`src/rtl/ueh_regs.vh`:
```
// Register offsets, field positions and codes of the endpoint handshake control block
`ifndef UEH_REGS_VH
`define UEH_REGS_VH

`define UEH_ADDR_W 3
`define UEH_OFS_EP0_INT 3'h0
`define UEH_OFS_EP12_INT 3'h1
`define UEH_OFS_EP0_CTRL 3'h2
`define UEH_OFS_EP12_CTRL 3'h3
`define UEH_OFS_EP12_EN 3'h4

// Endpoint 0 interrupt register
`define UEH_B_EP0_TX_FLAG 7
`define UEH_B_EP0_RX_FLAG 6
`define UEH_B_EP0_TX_IE 5
`define UEH_B_EP0_RX_IE 4
`define UEH_B_EP0_TX_CLR 3
`define UEH_B_EP0_RX_CLR 2
// Endpoint 1/2 interrupt register
`define UEH_B_EP12_TX_FLAG 7
`define UEH_B_EP12_TX_IE 5
`define UEH_B_EP12_TX_CLR 3
// Endpoint 0 control register
`define UEH_B_EP0_TOGGLE 7
`define UEH_B_EP0_STALL 6
`define UEH_B_EP0_TX_EN 5
`define UEH_B_EP0_RX_EN 4
`define UEH_F_CNT_HI 3
`define UEH_F_CNT_LO 0
// Endpoint 1/2 control register
`define UEH_B_EP12_TOGGLE 7
`define UEH_B_EP_SELECT 6
`define UEH_B_EP12_TX_EN 5
// Endpoint 1/2 enable register
`define UEH_B_EP2_EN 3
`define UEH_B_EP1_EN 2
`define UEH_B_EP2_STALL 1
`define UEH_B_EP1_STALL 0

// Token kinds
`define UEH_TOK_IN 2'h0
`define UEH_TOK_OUT 2'h1
`define UEH_TOK_SETUP 2'h2
// Handshake answers
`define UEH_HS_NONE 2'h0
`define UEH_HS_ACK 2'h1
`define UEH_HS_NAK 2'h2
`define UEH_HS_STALL 2'h3

`define UEH_BYTE_ZERO 8'h00
`endif

```
`src/rtl/ueh_endpoint_ctrl.v`:
```
// Endpoint handshake control: registers, flags, interrupt and token answers
`timescale 1ns/100ps
`default_nettype none
`include "ueh_regs.vh"
module ueh_endpoint_ctrl #(
  parameter CNT_W = 4
) (
  input wire clock,
  input wire rst,
  input wire [`UEH_ADDR_W-1:0] reg_addr,
  input wire [7:0] reg_wdata,
  input wire reg_write,
  input wire reg_read,
  output reg [7:0] reg_rdata_r,
  input wire tok_valid,
  input wire [1:0] tok_kind,
  input wire [1:0] tok_ep,
  input wire tx_acked,
  input wire rx_acked,
  output reg hs_valid_r,
  output reg [1:0] hs_code_r,
  output reg data_pid1_r,
  output reg [CNT_W-1:0] tx_count_r,
  output reg setup_seen_r,
  output reg irq_r
);
  reg ep0_tx_ie_r;
  reg ep0_rx_ie_r;
  reg ep12_tx_ie_r;
  reg ep0_toggle_r;
  reg ep0_stall_r;
  reg ep0_tx_en_r;
  reg ep0_rx_en_r;
  reg [CNT_W-1:0] ep0_count_r;
  reg ep12_toggle_r;
  reg ep_select_r;
  reg ep12_tx_en_r;
  reg ep1_en_r;
  reg ep2_en_r;
  reg ep1_stall_r;
  reg ep2_stall_r;
  // Which endpoint the last token was addressed to: 0 = ep0, 1 = any other endpoint (ep1, ep2 or ep3)
  reg pend_ep12_r;
  reg pend_in_r;
  reg pend_out_r;
  wire ep0_tx_flag;
  wire ep0_rx_flag;
  wire ep12_tx_flag;
  wire [1:0] answer;
  wire wr_ep0_int;
  wire wr_ep12_int;
  wire wr_ep0_ctrl;
  wire wr_ep12_ctrl;
  wire wr_ep12_en;
  wire clr_ep0_tx;
  wire clr_ep0_rx;
  wire clr_ep12_tx;
  wire set_ep0_tx;
  wire set_ep0_rx;
  wire set_ep12_tx;
  wire setup_tok;
  wire irq_nxt;
  reg [7:0] rdata_nxt;
  wire ep0_tx_ok;
  wire ep0_rx_ok;
  wire ep12_tx_ok;
  wire tok_is_ep0;
  wire tok_is_in;
  wire hs_valid_nxt;
  wire [1:0] hs_code_nxt;
  wire data_pid1_nxt;
  wire [CNT_W-1:0] tx_count_nxt;
  wire setup_seen_nxt;
  wire pend_in_nxt;
  wire pend_out_nxt;
  wire irq_ep0_tx;
  wire irq_ep0_rx;
  wire irq_ep12_tx;

  assign wr_ep0_int = reg_write && (reg_addr == `UEH_OFS_EP0_INT);
  assign wr_ep12_int = reg_write && (reg_addr == `UEH_OFS_EP12_INT);
  assign wr_ep0_ctrl = reg_write && (reg_addr == `UEH_OFS_EP0_CTRL);
  assign wr_ep12_ctrl = reg_write && (reg_addr == `UEH_OFS_EP12_CTRL);
  assign wr_ep12_en = reg_write && (reg_addr == `UEH_OFS_EP12_EN);

  // Clear strobes act only on a one; the strobe bits are never stored
  assign clr_ep0_tx = wr_ep0_int && reg_wdata[`UEH_B_EP0_TX_CLR];
  assign clr_ep0_rx = wr_ep0_int && reg_wdata[`UEH_B_EP0_RX_CLR];
  assign clr_ep12_tx = wr_ep12_int && reg_wdata[`UEH_B_EP12_TX_CLR];

  // Completion comes from the link after the ACK of the answered token
  assign set_ep0_tx = tx_acked && pend_in_r && !pend_ep12_r;
  assign set_ep12_tx = tx_acked && pend_in_r && pend_ep12_r;
  assign set_ep0_rx = rx_acked && pend_out_r;
  assign setup_tok = tok_valid && (tok_kind == `UEH_TOK_SETUP) && (tok_ep == 2'h0);

  // Endpoint 0 transmit completion
  ueh_sticky_flag u_ep0_tx_flag (
    .clock(clock),
    .rst(rst),
    .set_pulse(set_ep0_tx),
    .clear_pulse(clr_ep0_tx),
    .flag_r(ep0_tx_flag)
  );

  // Endpoint 0 receive completion
  ueh_sticky_flag u_ep0_rx_flag (
    .clock(clock),
    .rst(rst),
    .set_pulse(set_ep0_rx),
    .clear_pulse(clr_ep0_rx),
    .flag_r(ep0_rx_flag)
  );

  // Shared endpoint 1/2 transmit completion
  ueh_sticky_flag u_ep12_tx_flag (
    .clock(clock),
    .rst(rst),
    .set_pulse(set_ep12_tx),
    .clear_pulse(clr_ep12_tx),
    .flag_r(ep12_tx_flag)
  );

  ueh_token_decide u_decide (
    .tok_kind(tok_kind),
    .tok_ep(tok_ep),
    .ep0_stall(ep0_stall_r),
    .ep0_tx_ok(ep0_tx_ok),
    .ep0_rx_ok(ep0_rx_ok),
    .ep12_tx_ok(ep12_tx_ok),
    .ep_select(ep_select_r),
    .ep1_enable(ep1_en_r),
    .ep2_enable(ep2_en_r),
    .ep1_stall(ep1_stall_r),
    .ep2_stall(ep2_stall_r),
    .answer(answer)
  );

  // Interrupt enables of endpoint 0; the clear strobes beside them are never stored
  always @(posedge clock or posedge rst) begin
    if (rst) begin
      ep0_tx_ie_r <= 1'b0;
      ep0_rx_ie_r <= 1'b0;
    end else if (wr_ep0_int) begin
      ep0_tx_ie_r <= reg_wdata[`UEH_B_EP0_TX_IE];
      ep0_rx_ie_r <= reg_wdata[`UEH_B_EP0_RX_IE];
    end
  end

  // Interrupt enable of the shared endpoint 1/2 flag
  always @(posedge clock or posedge rst) begin
    if (rst) begin
      ep12_tx_ie_r <= 1'b0;
    end else if (wr_ep12_int) begin
      ep12_tx_ie_r <= reg_wdata[`UEH_B_EP12_TX_IE];
    end
  end

  // Endpoint 0 control; toggle and count change only by software
  always @(posedge clock or posedge rst) begin
    if (rst) begin
      ep0_toggle_r <= 1'b0;
      ep0_tx_en_r <= 1'b0;
      ep0_rx_en_r <= 1'b0;
      ep0_count_r <= {CNT_W{1'b0}};
    end else if (wr_ep0_ctrl) begin
      ep0_toggle_r <= reg_wdata[`UEH_B_EP0_TOGGLE];
      ep0_tx_en_r <= reg_wdata[`UEH_B_EP0_TX_EN];
      ep0_rx_en_r <= reg_wdata[`UEH_B_EP0_RX_EN];
      ep0_count_r <= reg_wdata[`UEH_F_CNT_HI:`UEH_F_CNT_LO];
    end
  end

  // A SETUP in the write cycle wins, so a stale stall cannot survive it
  always @(posedge clock or posedge rst) begin
    if (rst) begin
      ep0_stall_r <= 1'b0;
    end else if (setup_tok) begin
      ep0_stall_r <= 1'b0;
    end else if (wr_ep0_ctrl) begin
      ep0_stall_r <= reg_wdata[`UEH_B_EP0_STALL];
    end
  end

  // Shared buffer control: toggle, endpoint select and transmit enable
  always @(posedge clock or posedge rst) begin
    if (rst) begin
      ep12_toggle_r <= 1'b0;
      ep_select_r <= 1'b0;
      ep12_tx_en_r <= 1'b0;
    end else if (wr_ep12_ctrl) begin
      ep12_toggle_r <= reg_wdata[`UEH_B_EP12_TOGGLE];
      ep_select_r <= reg_wdata[`UEH_B_EP_SELECT];
      ep12_tx_en_r <= reg_wdata[`UEH_B_EP12_TX_EN];
    end
  end

  // Endpoint 1/2 enables and stalls; a disabled endpoint stays silent
  always @(posedge clock or posedge rst) begin
    if (rst) begin
      ep2_en_r <= 1'b0;
      ep1_en_r <= 1'b0;
      ep2_stall_r <= 1'b0;
      ep1_stall_r <= 1'b0;
    end else if (wr_ep12_en) begin
      ep2_en_r <= reg_wdata[`UEH_B_EP2_EN];
      ep1_en_r <= reg_wdata[`UEH_B_EP1_EN];
      ep2_stall_r <= reg_wdata[`UEH_B_EP2_STALL];
      ep1_stall_r <= reg_wdata[`UEH_B_EP1_STALL];
    end
  end

  // Readiness of each buffer: enabled by software and its flag not pending
  assign ep0_tx_ok = ep0_tx_en_r && !ep0_tx_flag;
  assign ep0_rx_ok = ep0_rx_en_r && !ep0_rx_flag;
  assign ep12_tx_ok = ep12_tx_en_r && !ep12_tx_flag;
  assign tok_is_ep0 = (tok_ep == 2'h0);
  assign tok_is_in = (tok_kind == `UEH_TOK_IN);

  // Answer of this cycle's token; code, PID and count hold until the next token
  assign hs_valid_nxt = tok_valid && (answer != `UEH_HS_NONE);
  assign hs_code_nxt = tok_valid ? answer : hs_code_r;
  assign setup_seen_nxt = tok_valid ? setup_tok : setup_seen_r;
  // Toggles are never changed here; software flips them
  assign data_pid1_nxt = !tok_valid ? data_pid1_r :
                         (tok_is_ep0 ? ep0_toggle_r : ep12_toggle_r);
  // Endpoint 1/2 packet size lives outside this block; only ep0 count is held
  assign tx_count_nxt = !tok_valid ? tx_count_r :
                        (tok_is_ep0 ? ep0_count_r : {CNT_W{1'b0}});
  // A pending transfer waits for its acknowledge; a new token replaces it
  assign pend_in_nxt = tok_valid ? (tok_is_in && (answer == `UEH_HS_ACK)) :
                       (pend_in_r && !tx_acked);
  assign pend_out_nxt = tok_valid ? (!tok_is_in && (answer == `UEH_HS_ACK) && tok_is_ep0) :
                        (pend_out_r && !rx_acked);

  always @(posedge clock or posedge rst) begin
    if (rst) begin
      hs_valid_r <= 1'b0;
      hs_code_r <= `UEH_HS_NONE;
      data_pid1_r <= 1'b0;
      tx_count_r <= {CNT_W{1'b0}};
      setup_seen_r <= 1'b0;
      pend_in_r <= 1'b0;
      pend_out_r <= 1'b0;
      pend_ep12_r <= 1'b0;
    end else begin
      hs_valid_r <= hs_valid_nxt;
      hs_code_r <= hs_code_nxt;
      data_pid1_r <= data_pid1_nxt;
      tx_count_r <= tx_count_nxt;
      setup_seen_r <= setup_seen_nxt;
      pend_in_r <= pend_in_nxt;
      pend_out_r <= pend_out_nxt;
      if (tok_valid) begin
        pend_ep12_r <= !tok_is_ep0;
      end
    end
  end

  // Level request, held until software clears the flags or their interrupt enables
  assign irq_ep0_tx = ep0_tx_flag && ep0_tx_ie_r;
  assign irq_ep0_rx = ep0_rx_flag && ep0_rx_ie_r;
  assign irq_ep12_tx = ep12_tx_flag && ep12_tx_ie_r;
  assign irq_nxt = irq_ep0_tx || irq_ep0_rx || irq_ep12_tx;

  always @* begin
    rdata_nxt = `UEH_BYTE_ZERO;
    if (reg_addr == `UEH_OFS_EP0_INT) begin
      rdata_nxt[`UEH_B_EP0_TX_FLAG] = ep0_tx_flag;
      rdata_nxt[`UEH_B_EP0_RX_FLAG] = ep0_rx_flag;
      rdata_nxt[`UEH_B_EP0_TX_IE] = ep0_tx_ie_r;
      rdata_nxt[`UEH_B_EP0_RX_IE] = ep0_rx_ie_r;
    end else if (reg_addr == `UEH_OFS_EP12_INT) begin
      rdata_nxt[`UEH_B_EP12_TX_FLAG] = ep12_tx_flag;
      rdata_nxt[`UEH_B_EP12_TX_IE] = ep12_tx_ie_r;
    end else if (reg_addr == `UEH_OFS_EP0_CTRL) begin
      rdata_nxt[`UEH_B_EP0_TOGGLE] = ep0_toggle_r;
      rdata_nxt[`UEH_B_EP0_STALL] = ep0_stall_r;
      rdata_nxt[`UEH_B_EP0_TX_EN] = ep0_tx_en_r;
      rdata_nxt[`UEH_B_EP0_RX_EN] = ep0_rx_en_r;
      rdata_nxt[`UEH_F_CNT_HI:`UEH_F_CNT_LO] = ep0_count_r;
    end else if (reg_addr == `UEH_OFS_EP12_CTRL) begin
      rdata_nxt[`UEH_B_EP12_TOGGLE] = ep12_toggle_r;
      rdata_nxt[`UEH_B_EP_SELECT] = ep_select_r;
      rdata_nxt[`UEH_B_EP12_TX_EN] = ep12_tx_en_r;
    end else if (reg_addr == `UEH_OFS_EP12_EN) begin
      rdata_nxt[`UEH_B_EP2_EN] = ep2_en_r;
      rdata_nxt[`UEH_B_EP1_EN] = ep1_en_r;
      rdata_nxt[`UEH_B_EP2_STALL] = ep2_stall_r;
      rdata_nxt[`UEH_B_EP1_STALL] = ep1_stall_r;
    end
  end

  // Registered request; it lags the flag by one cycle
  always @(posedge clock or posedge rst) begin
    if (rst) begin
      irq_r <= 1'b0;
    end else begin
      irq_r <= irq_nxt;
    end
  end

  // Read data only in the cycle after the strobe; zero otherwise
  always @(posedge clock or posedge rst) begin
    if (rst) begin
      reg_rdata_r <= `UEH_BYTE_ZERO;
    end else begin
      reg_rdata_r <= reg_read ? rdata_nxt : `UEH_BYTE_ZERO;
    end
  end
endmodule
`default_nettype wire

```
`src/rtl/ueh_sticky_flag.v`:
```
// Sticky completion flag: hardware set, software clear, set wins
`timescale 1ns/100ps
`default_nettype none
module ueh_sticky_flag (
  input wire clock,
  input wire rst,
  input wire set_pulse,
  input wire clear_pulse,
  output reg flag_r
);
  always @(posedge clock or posedge rst) begin
    if (rst) begin
      flag_r <= 1'b0;
    end else if (set_pulse) begin
      // A completion in the clear cycle must not be lost
      flag_r <= 1'b1;
    end else if (clear_pulse) begin
      flag_r <= 1'b0;
    end
  end
endmodule
`default_nettype wire

```
`src/rtl/ueh_token_decide.v`:
```
// Combinational handshake decision for one token
`timescale 1ns/100ps
`default_nettype none
`include "ueh_regs.vh"
module ueh_token_decide (
  input wire [1:0] tok_kind,
  input wire [1:0] tok_ep,
  input wire ep0_stall,
  input wire ep0_tx_ok,
  input wire ep0_rx_ok,
  input wire ep12_tx_ok,
  input wire ep_select,
  input wire ep1_enable,
  input wire ep2_enable,
  input wire ep1_stall,
  input wire ep2_stall,
  output reg [1:0] answer
);
  always @* begin
    answer = `UEH_HS_NONE;
    if (tok_ep == 2'h0) begin
      if (tok_kind == `UEH_TOK_SETUP) begin
        answer = `UEH_HS_ACK;
      end else if (ep0_stall) begin
        answer = `UEH_HS_STALL;
      end else if (tok_kind == `UEH_TOK_IN) begin
        answer = ep0_tx_ok ? `UEH_HS_ACK : `UEH_HS_NAK;
      end else if (tok_kind == `UEH_TOK_OUT) begin
        answer = ep0_rx_ok ? `UEH_HS_ACK : `UEH_HS_NAK;
      end
    end else if (tok_ep == 2'h1) begin
      if (!ep1_enable) begin
        answer = `UEH_HS_NONE;
      end else if (ep1_stall) begin
        answer = `UEH_HS_STALL;
      end else if (tok_kind == `UEH_TOK_IN) begin
        answer = (ep12_tx_ok && !ep_select) ? `UEH_HS_ACK : `UEH_HS_NAK;
      end
    end else if (tok_ep == 2'h2) begin
      if (!ep2_enable) begin
        answer = `UEH_HS_NONE;
      end else if (ep2_stall) begin
        answer = `UEH_HS_STALL;
      end else if (tok_kind == `UEH_TOK_IN) begin
        answer = (ep12_tx_ok && ep_select) ? `UEH_HS_ACK : `UEH_HS_NAK;
      end
    end
  end
endmodule
`default_nettype wire

```
`config.mk`:
```
export PLATFORM = sky130hd
export DESIGN_NAME = ueh_endpoint_ctrl
export DESIGN_NICKNAME = d
export VERILOG_FILES = /design/src/rtl/ueh_endpoint_ctrl.v /design/src/rtl/ueh_sticky_flag.v /design/src/rtl/ueh_token_decide.v
export VERILOG_INCLUDE_DIRS = /design/src /design/src/rtl
export SDC_FILE = /design/constraint.sdc
export NUM_CORES = 1
export LEC_CHECK = 0
export BUFFER_PORTS_ARGS = -buffer_cell sky130_fd_sc_hd__clkbuf_2
export CORE_MARGIN = 1.5
export CORE_UTILIZATION = 30
export DETAILED_ROUTE_END_ITERATION = 12
export GPL_TIMING_DRIVEN = 0
export PLACE_DENSITY = 0.46
export SYNTH_ARGS = -nofsm -noshare
export SYNTH_HDL_FRONTEND = slang
export SYNTH_SLANG_ARGS = --single-unit
```
`constraint.sdc`:
```
create_clock -name clock -period 5.5 [get_ports clock]
set_clock_uncertainty 0.2 [all_clocks]
set_input_delay 0.55 -clock clock [delete_from_list [all_inputs] [get_ports clock]]
set_output_delay 0.55 -clock clock [all_outputs]
set_load 0.02 [all_outputs]
```
==> results_dict.tcl <==
set metrics [dict create \
    drv_slew 0 \
    core_mm2 0.00635 \
    use_met1 0.191 \
    layout-drive-gt1-share 0.374 \
    p_switching_uw 237 \
    worst_slew_pin_slew_ns 0.884 \
    yosysWarnings 0 \
    place_hpwl_um 3560 \
    arrival_ns 1.86 \
    grt_max_degree 43 \
    grt_use_total 0.144 \
    pwr-share-seq 0.527 \
    synth_cells 161 \
    overflow 0 \
    hold_class "input pin to asynchronous set/reset pin" \
    grt_pass1_vias 1555 \
    initial_utilization 0.309 \
    busiest_layer "met2" \
    rrSetupSlack_ns 3.62 \
    r2r-end "hs_code_r[1]$_DFFE_PP0P_" \
    ir_worst_vdd_mv 0.124 \
    cts_tree "done" \
    clk_latency_ns 0.30 \
    ys_dominant_reg_cell "dfrtp_1" \
    synth_edf_count 0 \
    path_clk_slew_ns 0.08 \
    max_freq_mhz 532 \
    critPathKind "flip-flop to flip-flop" \
    cp-start-kind "flip-flop" \
    via_per_inst 5.14 \
    postCtsSetupRepairBufs 0 \
    drc_errors 0 \
    final.setup.worst_slack_ns 3.62 \
    synthArstFlopShare 1.00 \
    fin_crit_sh 0.342 \
    syn_area_per_cell_um2 12.2 \
    first_pass_iters 4 \
    netlist_area_mm2 0.00196 \
    min_period_ns 1.88 \
    portBuffers 37 \
    cts_resized 0 \
    antenna_found_initial 0 \
    grt_pass1_wl_um 7840 \
    setup_tns_ns 0 \
    std_cell_rows 29 \
    postSynthRegisterBits 42 \
    antenna_cells 0 \
    pwr-share-clk 0.265 \
    drt_iter0_drc 71 \
    rsz0062_at_grt "no" \
    required_ns 5.48 \
    slew-limit-headroom 0.410 \
    p_int_uw 544 \
    vias 1456 \
    pwr-share-comb 0.209 \
    synth_area_leaders "dfrtp_1 54%, mux2_2 10%, nor2_1 2.1%, a22oi_1 1.9%, inv_1 1.9%" \
    htreeDepth 2 \
    die_h_um 83.8 \
    fin_total_pwr_uw 781 \
    sw_frac_of_total 0.303 \
    powerDensity_mw_per_mm2 334 \
    place_ws_ns 3.35 \
    wl_um 4690 \
    postRouteAntennaNets 0 \
    cts_buffer_depth 2 \
    ys_seq_area_frac 0.536 \
    final_nets 227 \
    leakagePower_uw 0.00105 \
    postCtsHoldBufs 0 \
    cts_buffers 5 \
    die_area_mm2 0.00703 \
    cp_max_fo 6 \
    status "finished clean" \
    ys_types 46 \
    met2_usage 0.227 \
    syn_nets 183 \
    hold_ws_ns 0.225 \
    cts.sinks 42 \
    end_kind "flip-flop" \
    cap_violations 0 \
    finalSetupViolCount 0 \
    cts.root.buffer_cell "clkbuf_8" \
    wl_per_cell_um 16.6 \
    ff2ff_path_depth 4 \
    synth_top_area_cell "dfrtp_1" \
    r2r-start "u_ep12_tx_flag.flag_r$_DFFE_PP0P_" \
    io-pin-count 40 \
    synth_top_area_frac 0.536 \
    gr-usage-met3 0.0396 \
    gp_congestion 0.813 \
    hold_viol 0 \
    syn2layout_area_growth_pct 19.2 \
    floorplan.die.width_um 83.8 \
    setup.worst_path.start "u_ep12_tx_flag.flag_r$_DFFE_PP0P_" \
]
sequential cells by signal, indices dropped and copies added, names as in the netlist, 2 cells and up:
name	flops
tx_count_r	4
reg_rdata_r	8
ep0_count_r	4
hs_code_r	2
cell type report:
| type | count | area [um^2] |
|---|---|---|
| Clock inverter | 2 | 12.5 |
| Tap cell | 77 | 96.3 |
| Fill cell | 662 | 4010 |
| Sequential cell | 42 | 1050 |
| Inverter | 10 | 37.5 |
| Timing Repair Buffer | 37 | 185 |
| Multi-Input combinational cell | 105 | 855 |
| Buffer | 4 | 17.5 |
| Clock buffer | 6 | 82.6 |
worst max-delay path: stages, from the launching register on:
cell	delay (ns)
dfrtp_1	0.44
or4b_4	0.57
o2111ai_2	0.12
nand4_2	0.17
mux2_4	0.28
cells by family (layout without fill, tap and decap cells):
family | count (synthesis) | after routing | synth area share
mux | 24 | 24 | 0.151
simple gates | 52 | 52 | 0.168
flops | 42 | 42 | 0.536
buf+inv | 14 | 59 | 0.0281
compound gates | 29 | 29 | 0.117
cells in the final DEF, fill, tap and decap left out, drive strengths merged, types with 3 or more instances in the layout:
cell type	n
a21oi	3
a22oi	5
clkbuf	45
dfrtp	42
inv	10
mux2	19
mux2i	3
nand2	10
nand2b	4
nor2	11
nor2b	6
nor3	3
o21ai	6
through the flow:
| step | instance area [um^2] | cells | util |
|---|---|---|---|
| floorplan | 1960 | 161 | - |
| global placement | 2240 | 275 | 0.353 |
| detailed placement | 2240 | 275 | 0.353 |
| CTS | 2340 | 283 | 0.368 |
| global route | 2340 | 283 | 0.368 |
| finish | 2340 | 283 | 0.368 |
worst max-delay path by stage:
stage / cells past startpoint / endpoint
3_5_place_dp: 6 / pend_out_r$_DFF_PP0_
3_3_place_gp: 2 / hs_code_r[1]$_DFFE_PP0P_
2_1_floorplan: 4 / ep0_count_r[0]$_DFFE_PP0P_
4_1_cts: 4 / hs_code_r[1]$_DFFE_PP0P_
6_report: 4 / hs_code_r[1]$_DFFE_PP0P_
5_1_grt: 6 / pend_out_r$_DFF_PP0_
synthesized netlist by cell type, types with 2 or more instances:
library cell,n
mux2_2,18
buf_2,2
o21ai_0,6
nor3_1,3
nor2b_1,6
nor2_1,11
a21oi_1,3
a22oi_1,5
nand3b_1,2
dfrtp_1,42
or3b_2,2
nand4b_1,2
inv_1,10
nand2_1,10
clkbuf_1,2
mux2i_1,3
o32ai_1,2
nand2b_1,3
o2bb2ai_1,2
power by group through the flow:
stage	Combinational [uW]	Clock (uW)	Sequential [uW]
after floorplan	99.7	0	416
after global placement	162	0	415
after detailed placement	164	0	418
after CTS	165	219	411
after global routing	180	234	420
final	163	207	411
per-layer routing:
| layer | wire length [um] | up-vias |
|---|---|---|
| li1 | - | 675 |
| met3 | 242 | 5 |
| met4 | 71 | 0 |
| met2 | 2230 | 41 |
| met5 | 0 | - |
| met1 | 2150 | 735 |
Note: power is estimated with default switching activity, not from simulation.
